--- src/adc_ctrl_pkg.sv ---
// Package with register map, field positions and encodings for the converter control block
package adc_ctrl_pkg;
   // ----------------------------------------------------------------
   // Register offsets
   // ----------------------------------------------------------------
   localparam logic [3:0] OFS_MAIN_CONTROL   = 4'h0;
   localparam logic [3:0] OFS_CLOCK_INPUT    = 4'h1;
   localparam logic [3:0] OFS_REF_GAIN       = 4'h2;
   localparam logic [3:0] OFS_RESULT_HIGH    = 4'h3;
   localparam logic [3:0] OFS_RESULT_LOW     = 4'h4;
   localparam logic [3:0] OFS_PIN_FUNCTION   = 4'h5;
   localparam logic [3:0] OFS_IRQ_FLAG       = 4'h6;
   // ----------------------------------------------------------------
   // Field positions
   // ----------------------------------------------------------------
   localparam int MAIN_START_BIT   = 7;
   localparam int MAIN_BUSY_BIT    = 6;
   localparam int MAIN_POWER_BIT   = 5;
   localparam int MAIN_ALIGN_BIT   = 4;
   localparam int REF_PGA_EN_BIT   = 7;
   localparam int REF_PGA_IS_BIT   = 4;
   // ----------------------------------------------------------------
   // Reset values and masks
   // ----------------------------------------------------------------
   localparam logic [7:0] MAIN_WRITE_MASK  = 8'hBF;
   localparam logic [7:0] CLKIN_WRITE_MASK = 8'hF7;
   localparam logic [7:0] REF_WRITE_MASK   = 8'hBF;
   localparam logic [7:0] RESET_BYTE       = 8'h00;
   // ----------------------------------------------------------------
   // Timing counts in converter clock cycles, and the system clock period in ns
   // ----------------------------------------------------------------
   localparam int SAMPLE_CYCLES   = 4;
   localparam int CONVERT_CYCLES  = 12;
   localparam int TOTAL_CYCLES    = SAMPLE_CYCLES + CONVERT_CYCLES;
   localparam int CLK_PERIOD_NS   = 8;
   // ----------------------------------------------------------------
   // Input source and reference routing codes (mux select toward the analog side)
   // ----------------------------------------------------------------
   localparam logic [3:0] ROUTE_EXT      = 4'h0;
   localparam logic [3:0] ROUTE_AVDD     = 4'h1;
   localparam logic [3:0] ROUTE_AVDD_2   = 4'h2;
   localparam logic [3:0] ROUTE_AVDD_4   = 4'h3;
   localparam logic [3:0] ROUTE_PGA      = 4'h5;
   localparam logic [3:0] ROUTE_PGA_2    = 4'h6;
   localparam logic [3:0] ROUTE_PGA_4    = 4'h7;
   localparam logic [3:0] ROUTE_REG_DIV  = 4'h8;
   localparam logic [3:0] ROUTE_GROUND   = 4'h9;
   localparam logic [1:0] REF_SUPPLY     = 2'h0;
   localparam logic [1:0] REF_EXT_PIN    = 2'h1;
   localparam logic [1:0] REF_PGA_OUT    = 2'h2;
   typedef enum logic [1:0] {
      ST_IDLE    = 2'b00,
      ST_ARMED   = 2'b01,
      ST_SAMPLE  = 2'b10,
      ST_CONVERT = 2'b11
   } conv_state_t;
endpackage : adc_ctrl_pkg

--- src/adc_input_reference_control.sv ---
// Converter control block: registers, start sequencing, busy flag, routing and clock divider
//
// Behaviour
// - Bit 6 of reference/gain register is not implemented and reads zero.
// - pga_input_select 0 routes external pin, 1 bandgap; bandgap cuts the pin.
// - Reference select 00 supply, 01 external pin, 1x PGA output.
// - Supply or PGA reference selection disconnects external reference pin.
// - PGA gain equals gain field plus one.
// - Start bit low-high-low: high resets converter, falling edge launches conversion.
// - Busy flag set by hardware once conversion is initiated, held meanwhile.
// - Busy flag cleared at conversion completion.
// - Conversion end sets interrupt request flag toward the interrupt controller.
// - Clock select divides system clock by two to the field value.
// - Sources 0000, 0100, 1100-1111 route the selected external channel.
// - Internal sources: supply fractions, PGA fractions, regulator divider, ground.
// - Channel 0000 pin zero, 0001 pin one, other values float.
// - Internal input selection disconnects every external analog channel.
// - Analog pin function disables other functions, pull-up, direction control.
// - Conversion lasts 4 sampling plus 12 converting converter clock cycles.
// - Alignment 0 puts D11-4 high, D3-0 low; 1 puts D11-8 high.
`timescale 1ns/100ps
`default_nettype none
module adc_input_reference_control
   import adc_ctrl_pkg::*;
#(
   parameter int RESULT_WIDTH = 12,
   parameter int PIN_COUNT    = 2
) (
   input  wire logic                    CLK,
   input  wire logic                    RST,
   input  wire logic [3:0]              ADDR,
   input  wire logic [7:0]              WDATA,
   input  wire logic                    WR,
   input  wire logic                    RD,
   output var  logic [7:0]              RDATA,
   input  wire logic [RESULT_WIDTH-1:0] CORE_RESULT,
   output var  logic                    CORE_RESET,
   output var  logic                    CORE_SAMPLE,
   output var  logic                    CORE_CONVERT,
   output var  logic                    CORE_POWER,
   output var  logic                    CONV_CLK_TICK,
   output var  logic [3:0]              INPUT_ROUTE,
   output var  logic [PIN_COUNT-1:0]    CHANNEL_CONNECT,
   output var  logic                    PGA_POWER,
   output var  logic [1:0]              PGA_GAIN,
   output var  logic                    PGA_EXT_PIN_CONNECT,
   output var  logic                    PGA_BANDGAP_CONNECT,
   output var  logic [1:0]              REF_ROUTE,
   output var  logic                    REF_EXT_PIN_CONNECT,
   output var  logic [PIN_COUNT-1:0]    PIN_ANALOG,
   output var  logic [PIN_COUNT-1:0]    PIN_PULLUP_DISABLE,
   output var  logic [PIN_COUNT-1:0]    PIN_DIRECTION_OVERRIDE,
   output var  logic                    IRQ_REQUEST
);
   // ----------------------------------------------------------------
   // Elaboration checks
   // ----------------------------------------------------------------
   // Result byte packing below assumes a 12-bit core
   if (RESULT_WIDTH != 12) begin : g_bad_width
      $error("RESULT_WIDTH must be 12");
   end

   // The pin function register is eight bits wide
   if (PIN_COUNT < 1 || PIN_COUNT > 8) begin : g_bad_pins
      $error("PIN_COUNT must be 1 to 8");
   end

   // The cycle counter is four bits wide
   if (TOTAL_CYCLES > 16 || SAMPLE_CYCLES < 1) begin : g_bad_cycles
      $error("conversion cycle counts do not fit the counter");
   end

   // ----------------------------------------------------------------
   // State
   // ----------------------------------------------------------------
   typedef struct packed {
      // Software-visible registers
      logic [7:0]              main_ctl;
      logic [7:0]              clk_in;
      logic [7:0]              ref_gain;
      logic [7:0]              pin_func;
      logic [RESULT_WIDTH-1:0] result;
      logic                    irq_flag;

      // Sequencer and divider
      logic                    start_prev;
      conv_state_t             state;
      logic [3:0]              cyc_cnt;
      logic [6:0]              div_cnt;
      logic                    tick;

      // Read data and core controls
      logic [7:0]              rdata;
      logic                    core_reset;
      logic                    core_sample;
      logic                    core_convert;

      // Analog switch controls
      logic [3:0]              input_route;
      logic [PIN_COUNT-1:0]    chan_connect;
      logic                    pga_ext;
      logic                    pga_bg;
      logic [1:0]              ref_route;
      logic                    ref_ext;
   } regs_t;

   regs_t r_r;
   regs_t r_nxt;

   // Decoded views of the stored registers
   logic       power_on;
   logic       start_bit;
   logic [6:0] div_last;
   logic       is_external;
   logic [3:0] src;
   logic [3:0] chan;

   // Result bytes as software reads them
   logic [7:0] hi_byte;
   logic [7:0] lo_byte;

   always_comb begin
      // ----------------------------------------------------------------
      // Decoded register fields
      // ----------------------------------------------------------------
      power_on  = r_r.main_ctl[MAIN_POWER_BIT];
      start_bit = r_r.main_ctl[MAIN_START_BIT];
      src       = r_r.clk_in[7:4];
      chan      = r_r.main_ctl[3:0];

      div_last  = 7'((8'h01 << r_r.clk_in[2:0]) - 8'h01);

      is_external = (src == 4'h0) || (src == 4'h4) || (src[3:2] == 2'b11);

      // ----------------------------------------------------------------
      // Result alignment
      // ----------------------------------------------------------------
      // result alignment
      if (r_r.main_ctl[MAIN_ALIGN_BIT]) begin
         hi_byte = {4'h0, r_r.result[11:8]};
         lo_byte = r_r.result[7:0];
      end else begin
         hi_byte = r_r.result[11:4];
         lo_byte = {4'h0, r_r.result[3:0]};
      end

      r_nxt       = r_r;
      r_nxt.rdata = RESET_BYTE;
      // Previous start level, for the falling-edge launch
      r_nxt.start_prev = start_bit;

      // ----------------------------------------------------------------
      // Converter clock divider
      // ----------------------------------------------------------------
      // Free-running while powered: the first converter cycle after a launch may be short
      // power-of-two divider, 000 passes every system clock
      if (r_r.div_cnt >= div_last || !power_on) begin
         r_nxt.div_cnt = 7'h00;
         r_nxt.tick    = power_on;
      end else begin
         r_nxt.div_cnt = r_r.div_cnt + 7'h01;
         r_nxt.tick    = 1'b0;
      end

      // ----------------------------------------------------------------
      // Register writes
      // ----------------------------------------------------------------
      if (WR) begin
         case (ADDR)
            // Busy bit is kept from the sequencer, so software cannot forge it
            OFS_MAIN_CONTROL: r_nxt.main_ctl = (WDATA & MAIN_WRITE_MASK)
                                              | (r_r.main_ctl & ~MAIN_WRITE_MASK);
            OFS_CLOCK_INPUT:  r_nxt.clk_in = WDATA & CLKIN_WRITE_MASK;
            OFS_REF_GAIN:     r_nxt.ref_gain = WDATA & REF_WRITE_MASK;
            OFS_PIN_FUNCTION: r_nxt.pin_func = WDATA;
            // Software clears the flag by writing one; a new end event wins below
            OFS_IRQ_FLAG: begin
               if (WDATA[0]) r_nxt.irq_flag = 1'b0;
            end
            // Unmapped offsets change nothing
            default: ;
         endcase
      end

      // ----------------------------------------------------------------
      // Conversion sequencer
      // ----------------------------------------------------------------
      r_nxt.core_reset = 1'b0;

      // Dropping power abandons a conversion and leaves the stored result alone
      // power off aborts and holds busy low
      if (!power_on) begin
         r_nxt.state = ST_IDLE;
         r_nxt.cyc_cnt = 4'h0;
      end else begin
         case (r_r.state)
            ST_IDLE, ST_ARMED: begin
               // Holding start high keeps the core in reset and re-arms the launch
               // high level resets, falling edge launches
               if (start_bit) begin
                  r_nxt.core_reset = 1'b1;
                  r_nxt.state      = ST_ARMED;
               end else if (r_r.start_prev && r_r.state == ST_ARMED) begin
                  r_nxt.state   = ST_SAMPLE;
                  r_nxt.cyc_cnt = 4'h0;
               end
            end

            ST_SAMPLE, ST_CONVERT: begin
               if (start_bit) begin
                  r_nxt.core_reset = 1'b1;
                  r_nxt.state      = ST_ARMED;
               end else if (r_r.tick) begin
                  r_nxt.cyc_cnt = r_r.cyc_cnt + 4'h1;
                  // 4 sampling then 12 converting cycles
                  if (r_r.cyc_cnt == 4'(SAMPLE_CYCLES - 1)) begin
                     r_nxt.state = ST_CONVERT;
                  end
                  if (r_r.cyc_cnt == 4'(TOTAL_CYCLES - 1)) begin
                     r_nxt.state  = ST_IDLE;
                     // Taken at the last tick, while the core still drives a settled result
                     r_nxt.result = CORE_RESULT;
                     r_nxt.irq_flag = 1'b1;
                  end
               end
            end
            default: r_nxt.state = ST_IDLE;
         endcase
      end

      // busy flag shows conversion in progress
      r_nxt.main_ctl[MAIN_BUSY_BIT] = (r_nxt.state == ST_SAMPLE) || (r_nxt.state == ST_CONVERT);
      r_nxt.core_sample  = (r_nxt.state == ST_SAMPLE);
      r_nxt.core_convert = (r_nxt.state == ST_CONVERT);

      // ----------------------------------------------------------------
      // Analog routing
      // ----------------------------------------------------------------
      // Decoded from the stored source, so route and channel switches move in one cycle
      // internal source decode
      case (src)
         4'h1:    r_nxt.input_route = ROUTE_AVDD;
         4'h2:    r_nxt.input_route = ROUTE_AVDD_2;
         4'h3:    r_nxt.input_route = ROUTE_AVDD_4;
         4'h5:    r_nxt.input_route = ROUTE_PGA;
         4'h6:    r_nxt.input_route = ROUTE_PGA_2;
         4'h7:    r_nxt.input_route = ROUTE_PGA_4;
         4'h8:    r_nxt.input_route = ROUTE_REG_DIV;
         4'h9, 4'hA, 4'hB: r_nxt.input_route = ROUTE_GROUND;
         default: r_nxt.input_route = ROUTE_EXT;
      endcase

      // channel decode; internal source cuts all pins
      for (int i = 0; i < PIN_COUNT; i++) begin
         r_nxt.chan_connect[i] = is_external && (chan == 4'(i)) && (i < 2);
      end

      // bandgap choice cuts the external PGA pin
      r_nxt.pga_bg  = r_r.ref_gain[REF_PGA_IS_BIT];
      r_nxt.pga_ext = !r_r.ref_gain[REF_PGA_IS_BIT];

      // reference decode; only 01 connects external pin
      case (r_r.ref_gain[3:2])
         REF_SUPPLY:  r_nxt.ref_route = REF_SUPPLY;
         REF_EXT_PIN: r_nxt.ref_route = REF_EXT_PIN;
         default:     r_nxt.ref_route = REF_PGA_OUT;
      endcase
      r_nxt.ref_ext   = (r_r.ref_gain[3:2] == REF_EXT_PIN);

      // ----------------------------------------------------------------
      // Register reads, data one cycle later
      // ----------------------------------------------------------------
      // Idle cycles return zero, so several slaves may share one OR-ed read bus
      if (RD) begin
         case (ADDR)
            OFS_MAIN_CONTROL: r_nxt.rdata = r_r.main_ctl;
            OFS_CLOCK_INPUT:  r_nxt.rdata = r_r.clk_in;
            OFS_REF_GAIN:     r_nxt.rdata = r_r.ref_gain;
            OFS_RESULT_HIGH:  r_nxt.rdata = hi_byte;
            OFS_RESULT_LOW:   r_nxt.rdata = lo_byte;
            OFS_PIN_FUNCTION: r_nxt.rdata = r_r.pin_func;
            OFS_IRQ_FLAG:     r_nxt.rdata = {7'h00, r_r.irq_flag};
            default:          r_nxt.rdata = RESET_BYTE;
         endcase
      end
   end

   // The whole struct clears, then the idle code is set by name
   always_ff @(posedge CLK) begin
      if (RST) begin
         r_r       <= '0;
         r_r.state <= ST_IDLE;
      end else begin
         r_r <= r_nxt;
      end
   end

   // ----------------------------------------------------------------
   // Outputs straight from state flip-flops
   // ----------------------------------------------------------------
   assign RDATA               = r_r.rdata;
   assign CORE_RESET          = r_r.core_reset;
   assign CORE_SAMPLE         = r_r.core_sample;
   assign CORE_CONVERT        = r_r.core_convert;
   assign CORE_POWER          = r_r.main_ctl[MAIN_POWER_BIT];
   assign CONV_CLK_TICK       = r_r.tick;

   // ----------------------------------------------------------------
   // Converter input switches
   // ----------------------------------------------------------------
   assign INPUT_ROUTE         = r_r.input_route;
   assign CHANNEL_CONNECT     = r_r.chan_connect;

   // ----------------------------------------------------------------
   // PGA and reference switches
   // ----------------------------------------------------------------
   assign PGA_POWER           = r_r.ref_gain[REF_PGA_EN_BIT];
   // gain is field plus one on the analog side
   assign PGA_GAIN            = r_r.ref_gain[1:0];
   assign PGA_EXT_PIN_CONNECT = r_r.pga_ext;
   assign PGA_BANDGAP_CONNECT = r_r.pga_bg;
   assign REF_ROUTE           = r_r.ref_route;
   assign REF_EXT_PIN_CONNECT = r_r.ref_ext;

   // ----------------------------------------------------------------
   // Pin control and request
   // ----------------------------------------------------------------
   // analog pin overrides pull-up, direction and other functions
   assign PIN_ANALOG             = r_r.pin_func[PIN_COUNT-1:0];
   assign PIN_PULLUP_DISABLE     = r_r.pin_func[PIN_COUNT-1:0];
   assign PIN_DIRECTION_OVERRIDE = r_r.pin_func[PIN_COUNT-1:0];
   assign IRQ_REQUEST         = r_r.irq_flag;
endmodule // adc_input_reference_control
`default_nettype wire

--- config.mk ---
export PLATFORM = sky130hd
export DESIGN_NAME = adc_input_reference_control
export DESIGN_NICKNAME = d
export VERILOG_FILES = /design/src/adc_ctrl_pkg.sv /design/src/adc_input_reference_control.sv
export SDC_FILE = /design/constraint.sdc
export NUM_CORES = 1
export LEC_CHECK = 0
export ABC_AREA = 0
export BUFFER_PORTS_ARGS = -buffer_cell sky130_fd_sc_hd__buf_2
export CORE_MARGIN = 5
export CORE_UTILIZATION = 26
export DETAILED_ROUTE_END_ITERATION = 16
export GPL_ROUTABILITY_DRIVEN = 0
export GPL_TIMING_DRIVEN = 0
export SLEW_MARGIN = 25
export SYNTH_ARGS = -nofsm -noshare
export SYNTH_HDL_FRONTEND = slang
export SYNTH_SLANG_ARGS = --single-unit
--- constraint.sdc ---
create_clock -name CLK -period 3.28 [get_ports CLK]
set_input_delay 0.492 -clock CLK [delete_from_list [all_inputs] [get_ports CLK]]
set_output_delay 0.492 -clock CLK [all_outputs]
set_load 0.02 [all_outputs]
Yosys cells after proc, flatten, opt, wreduce, memory -nomap -nowiden

Memories as Yosys holds them, arrays and structs flattened. A register that Yosys moved wholly into a read port is not among the register bits.
Cells that the tools add are included.

$add $sub $neg: 3
$lt $le $gt $ge: 1
Eq/ne operators: 21
Shifts and indexed selects: 1
Mux-type cells: 24
Bitwise logic cells: 5
Reductions and logical operators: 27

Operators by type and width:

| cell                                                                   | number |
|---|---|
| 8-bit case mux with 7 select lines                                     | 1 |
| 6-bit 2-to-1 mux                                                       | 3 |
| 4-bit by 3-bit equality test with 1-bit output (second input constant) | 4 |
| 8-bit 2-to-1 mux                                                       | 2 |
| 4-bit by 2-bit equality test with 1-bit output (second input constant) | 3 |
| 4-bit zero test                                                        | 3 |
| 6-bit case mux with 2 select lines                                     | 1 |
| 2-bit OR reduction                                                     | 6 |
| 2-bit equality test (second input constant)                            | 5 |
| 1-bit 2-to-1 mux                                                       | 10 |
| 4-bit by 1-bit equality test with 1-bit output (second input constant) | 2 |
| 2-bit 2-to-1 mux                                                       | 4 |
| 4-bit 2-to-1 mux                                                       | 2 |
| 2-bit != test (second input constant)                                  | 4 |
| 8-bit by 7-bit bitwise OR with 8-bit output                            | 1 |
| 2-bit AND reduction                                                    | 4 |
| 7-bit by 1-bit adder with 7-bit output (second input constant)         | 1 |
| 7-bit greater-or-equal comparator                                      | 1 |
| 1-bit by 3-bit << shifter with 7-bit output (first input constant)     | 1 |
| 7-bit by 1-bit subtractor with 7-bit output (second input constant)    | 1 |
| 5-bit AND reduction                                                    | 1 |
| 4-bit by 1-bit adder with 4-bit output (second input constant)         | 1 |
| 2-bit by 1-bit equality test with 1-bit output (second input constant) | 2 |
| 4-bit equality test (second input constant)                            | 1 |
| other kinds (8)                                                        | 18 |

Register bits: 76
ROM bits: 64
Input bits: 28
Output and inout bits: 34
Word-level logic and storage cells: 104
Memories: 1

Memory list:

| name            | depth | bits a word | rd ports | clocked after memory_dff | wr ports | line                               | text |
|---|---|---|---|---|---|---|---|
| (no name shown) | 16    | 4           | 1        | 1                        | 0        | adc_input_reference_control.sv:241 | `case (src)` |

Logic depth before layout (Yosys ltp)

Word-level depth: 9
Gate-level depth with buffers: 7
Mapped depth without buffers: 6

Worst setup path after synthesis

No wires, ideal clock.

Path type: in2reg
Start: input port ADDR[2]
End: register r_r (netlist bit RDATA[4])
Arrival time: 1.664 ns
Data required time: 3.153 ns
Path slack: 1.489 ns
Stages on the path: 5
Path through: buf_2 buf_1 mux2_1 a222oi_1 a21oi_1

Longest elaborated chain between the ends: 2

RTL lines:

| item                                                                         | line                               | text |
|---|---|---|
| start, declared                                                              | adc_input_reference_control.sv:31  | `input wire logic [3:0] ADDR,` |
| 4-bit by 3-bit equality test with 1-bit output, or another cell as far along | adc_input_reference_control.sv:275 | `case (ADDR)` |
| 8-bit case mux with 7 select lines *                                         | adc_input_reference_control.sv:275 |  |
| end signal, assigned                                                         | adc_input_reference_control.sv:294 | `r_r <= r_nxt;` |
| end, declared                                                                | adc_input_reference_control.sv:107 | `regs_t r_r;` |

Every way passes the cells marked *; elsewhere a longest branch is shown, timed or not.
A chain may end at the register's enable or synchronous reset.

Worst setup path after layout

Start: register r_r[68] in the netlist's numbering
End: register r_r[27] in the netlist's numbering

Longest elaborated chain between the ends: 5

RTL lines:

| item                                        | line                               | text |
|---|---|---|
| 1-bit by 3-bit << shifter with 7-bit output | adc_input_reference_control.sv:131 | `div_last = 7'((8'h01 << r_r.clk_in[2:0]) - 8'h01);` |
| 7-bit by 1-bit subtractor with 7-bit output | adc_input_reference_control.sv:131 |  |
| 7-bit greater-or-equal comparator           | adc_input_reference_control.sv:157 | `if (r_r.div_cnt >= div_last \|\| !power_on) begin` |
| 1-bit logical OR                            | adc_input_reference_control.sv:157 |  |
| 2-bit OR reduction (no source line)         | --                                 |  |

Every way passes these cells.

==> flow_summary.toml <==
[status]
status = "complete, no violations"

[global_routing]
antenna_found_initial = 0
grt_pass1_wl_mm = 15.86
grt_pass1_vias = 3072
grt.total_usage_pct = 12.17
grt_max_degree = 15
overflow = 0

[sta]
maxSlewHeadroom_pct = 58.39
rsz0062_at_grt = "no"
hold_violations = 0
setup_tns_ns = 0
max_freq_ghz = 0.4882
fin_crit_sh_pct = 62.45
setup_viol = 0
whs_ns = 0.3998
setup_ws_ns = 1.232
finalCriticalPeriod_ns = 2.048
tightest_slew_ns = 0.6155
slew_viol_final = 0
finClkSkew_ns = 0.009135

[route]
drt_iter0_markers = 278
drt_wl_total_mm = 9.714
detail-route-antenna-nets = 0
num_vias = 3174
wl_per_cell_um = 14.83
dr.pass1.iters = 5
vias_per_cell = 4.846
drc_errors = 0

[setup_path]
end_kind = "flop"
cpPeakStageDelay_ns = 0.49
cp_slowest_cell = "o21ai_1"
r2r_cells = 7
crit_start = "r_r[68]"
cp_max_fo = 9
path_buf_inv = 1
cp_num_cells = 7
critPathCapture = "r_r[27]"
arrival_ns = 2.23
cp_top_family = "simple AND/OR/NAND/NOR gates"
cp_cell_sequence = "clkbuf_1 > or3_1 > ha_1 > nand2b_1 > a31oi_1 > o21ai_1 > nor3_1"
critPathLaunchType = "flop"
reg2reg_slack_ns = 1.23
path_class = "reg -> reg"
cp.required_ns = 3.47
r2r-start = "r_r[68]"
regToRegEndpoint = "r_r[27]"

[clock_network]
clk_latency_ns = 0.33
path_clk_slew_ns = 0.06
cts_resized = 0
cts_made_buffers = 9
root_buffer = "clkbuf_16"
h-tree-depth = 3
cts_setup_buffers = 0
cts_tree = "built"
cts.sinks = 79
cts_buffer_depth = 2
holdBufCountCts = 0

[yosys]
syn_nets = 438
synth_fa_ha_area_share_pct = 3.119
synth_edf_count = 0
ys_seq_area_share_pct = 43.80
synth_xor_area_share_pct = 1.213
yosys_warnings = 0
yosys.area.top_type = "dfxtp_1"
synth_common_cells = "dfxtp_1, nor2_1, a21oi_1"
async_flop_share_pct = 0
synth_area_um2 = 3611
synth.avg_cell_area_um2 = 9.005
syn_inst = 401
synth-simple-area-share_pct = 22.52
yosys-top-cells-area = "dfxtp_1, mux2i_1, buf_4, a21oi_1, nand3_1"
synth_top_family_by_area = "simple AND/OR/NAND/NOR gates"
synth_compound_area_share_pct = 12.02
yosys.area.top_type_share_pct = 43.80
ys_seq_elements = 79
synth_mux_area_share_pct = 8.559
synth_ff_type = "dfxtp_1"
yosysMostFrequentCell = "dfxtp_1"
synth.distinct_cells = 48

[placed_design]
place_ws_ns = 1.089
port_buffers = 58
hpwl_mm = 7.390
dpl-instance-area_um2 = 4126
placed_cells = 639

[final_layout]
syn2layout_area_growth_pct = 22.52
final_layout_size_suffix_gt1_share_pct = 24.00
num_antenna_cells = 0
finalNonFillerCells = 655
n_fill_cell = 1451
final_area_um2 = 4424
fin_nets = 507

[die]
fp.dieW_um = 127.9
die_area_um2 = 16350
row_count = 43
pin_count = 62
start_util_pct = 26.22
core_region_area_um2 = 13770
die-height_um = 127.9

[power]
p_per_area_nw_per_um2 = 471.1
vdd_drop_max_v = 0.0002763
p_leak_nw = 1.812

[worst_hold_path]
hold_class = "in -> reg"

[run]
cap_violations = 0
stage by stage:
step	util (%)	total power [mW]
finish	32.12	2.084
global route	32.12	2.150
CTS	32.12	2.095
detailed placement	29.96	1.101
global placement	29.96	1.100
floorplan	-	1.054
worst min path at each step:
stage	from	end	slack, ns	cells after the start
floorplan	r_nxt[3]	PGA_EXT_PIN_CONNECT	0.42	1
global placement	r_nxt[3]	PGA_EXT_PIN_CONNECT	0.44	1
detailed placement	r_nxt[3]	PGA_EXT_PIN_CONNECT	0.44	1
CTS	CORE_RESULT[7]	r_r[45]	0.40	3
global route	CORE_RESULT[10]	r_r[48]	0.40	3
finish	CORE_RESULT[10]	r_r[48]	0.40	3
layer usage:
metal | share of wire [%] | up-vias | routed length, um | GRT usage [%]
li1 | - | 1534 | - | -
met1 | 44 | 1487 | 4236 | 15.87
met2 | 46 | 133 | 4497 | 19.62
met3 | 7.4 | 20 | 717 | 2.625
met4 | 2.7 | 0 | 263 | 4.806
met5 | 0 | - | 0 | 0
worst min-delay path: cells and delay by family:
| family | cells | cell delay, ns |
|---|---|---|
| buffers and inverters | 1 | 0.08 |
| AND/OR/NAND/NOR | 1 | 0.07 |
| multiplexers | 1 | 0.05 |
sequential cells by signal, indices dropped and copies added, names as in the netlist, 2 cells and up:
register / cells
r_nxt: 2
r_r: 44
INPUT_ROUTE: 4
CHANNEL_CONNECT: 2
RDATA: 8
PIN_ANALOG: 2
PGA_GAIN: 2
chan: 4
where the power goes:
part	total (mW)	internal [mW]	leakage [nW]	switching, mW
Sequential	0.972	0.966	0.637	0.00534
Clock	1.00	0.594	0.143	0.410
Combinational	0.108	0.0378	1.03	0.0705
layout make-up:
class	instances	area, um^2	share of cell area, %
plain buffers	48	301.5	6.816
clock buffers	10	229.0	5.175
clock inverters	6	68.82	1.555
inverters	4	15.01	0.3394
multi-input cells	270	1713	38.72
flip-flops and latches	79	1582	35.75
well taps	180	225.2	5.091
repair buffers	58	290.3	6.561
logic make-up after synthesis:
group                    count (synthesis)
AND/OR/NAND/NOR                        155
flip-flops                              79
AO/OA/AOI/OAI                           71
buffers and inverters                   52
multiplexers                            30
adder cells (fa/ha/maj)                  9
XOR/XNOR                                 5
layout by cell type, fill, tap and decap left out, drive strengths merged, types with 5 or more instances in the layout:
cell / netlist / routed
mux2: 7 / 7
buf: 33 / 91
ha: 9 / 9
nor3b: 5 / 5
nand3b: 5 / 5
inv: 4 / 5
a22oi: 9 / 9
nor2b: 7 / 7
nor2: 37 / 37
nand2: 32 / 32
dfxtp: 79 / 79
nand3: 31 / 31
o21ai: 8 / 8
and3: 5 / 5
clkbuf: 15 / 25
mux2i: 23 / 23
a21oi: 34 / 34
a31oi: 7 / 7
nor3: 10 / 10
Note: power is estimated with default switching activity, not from simulation.
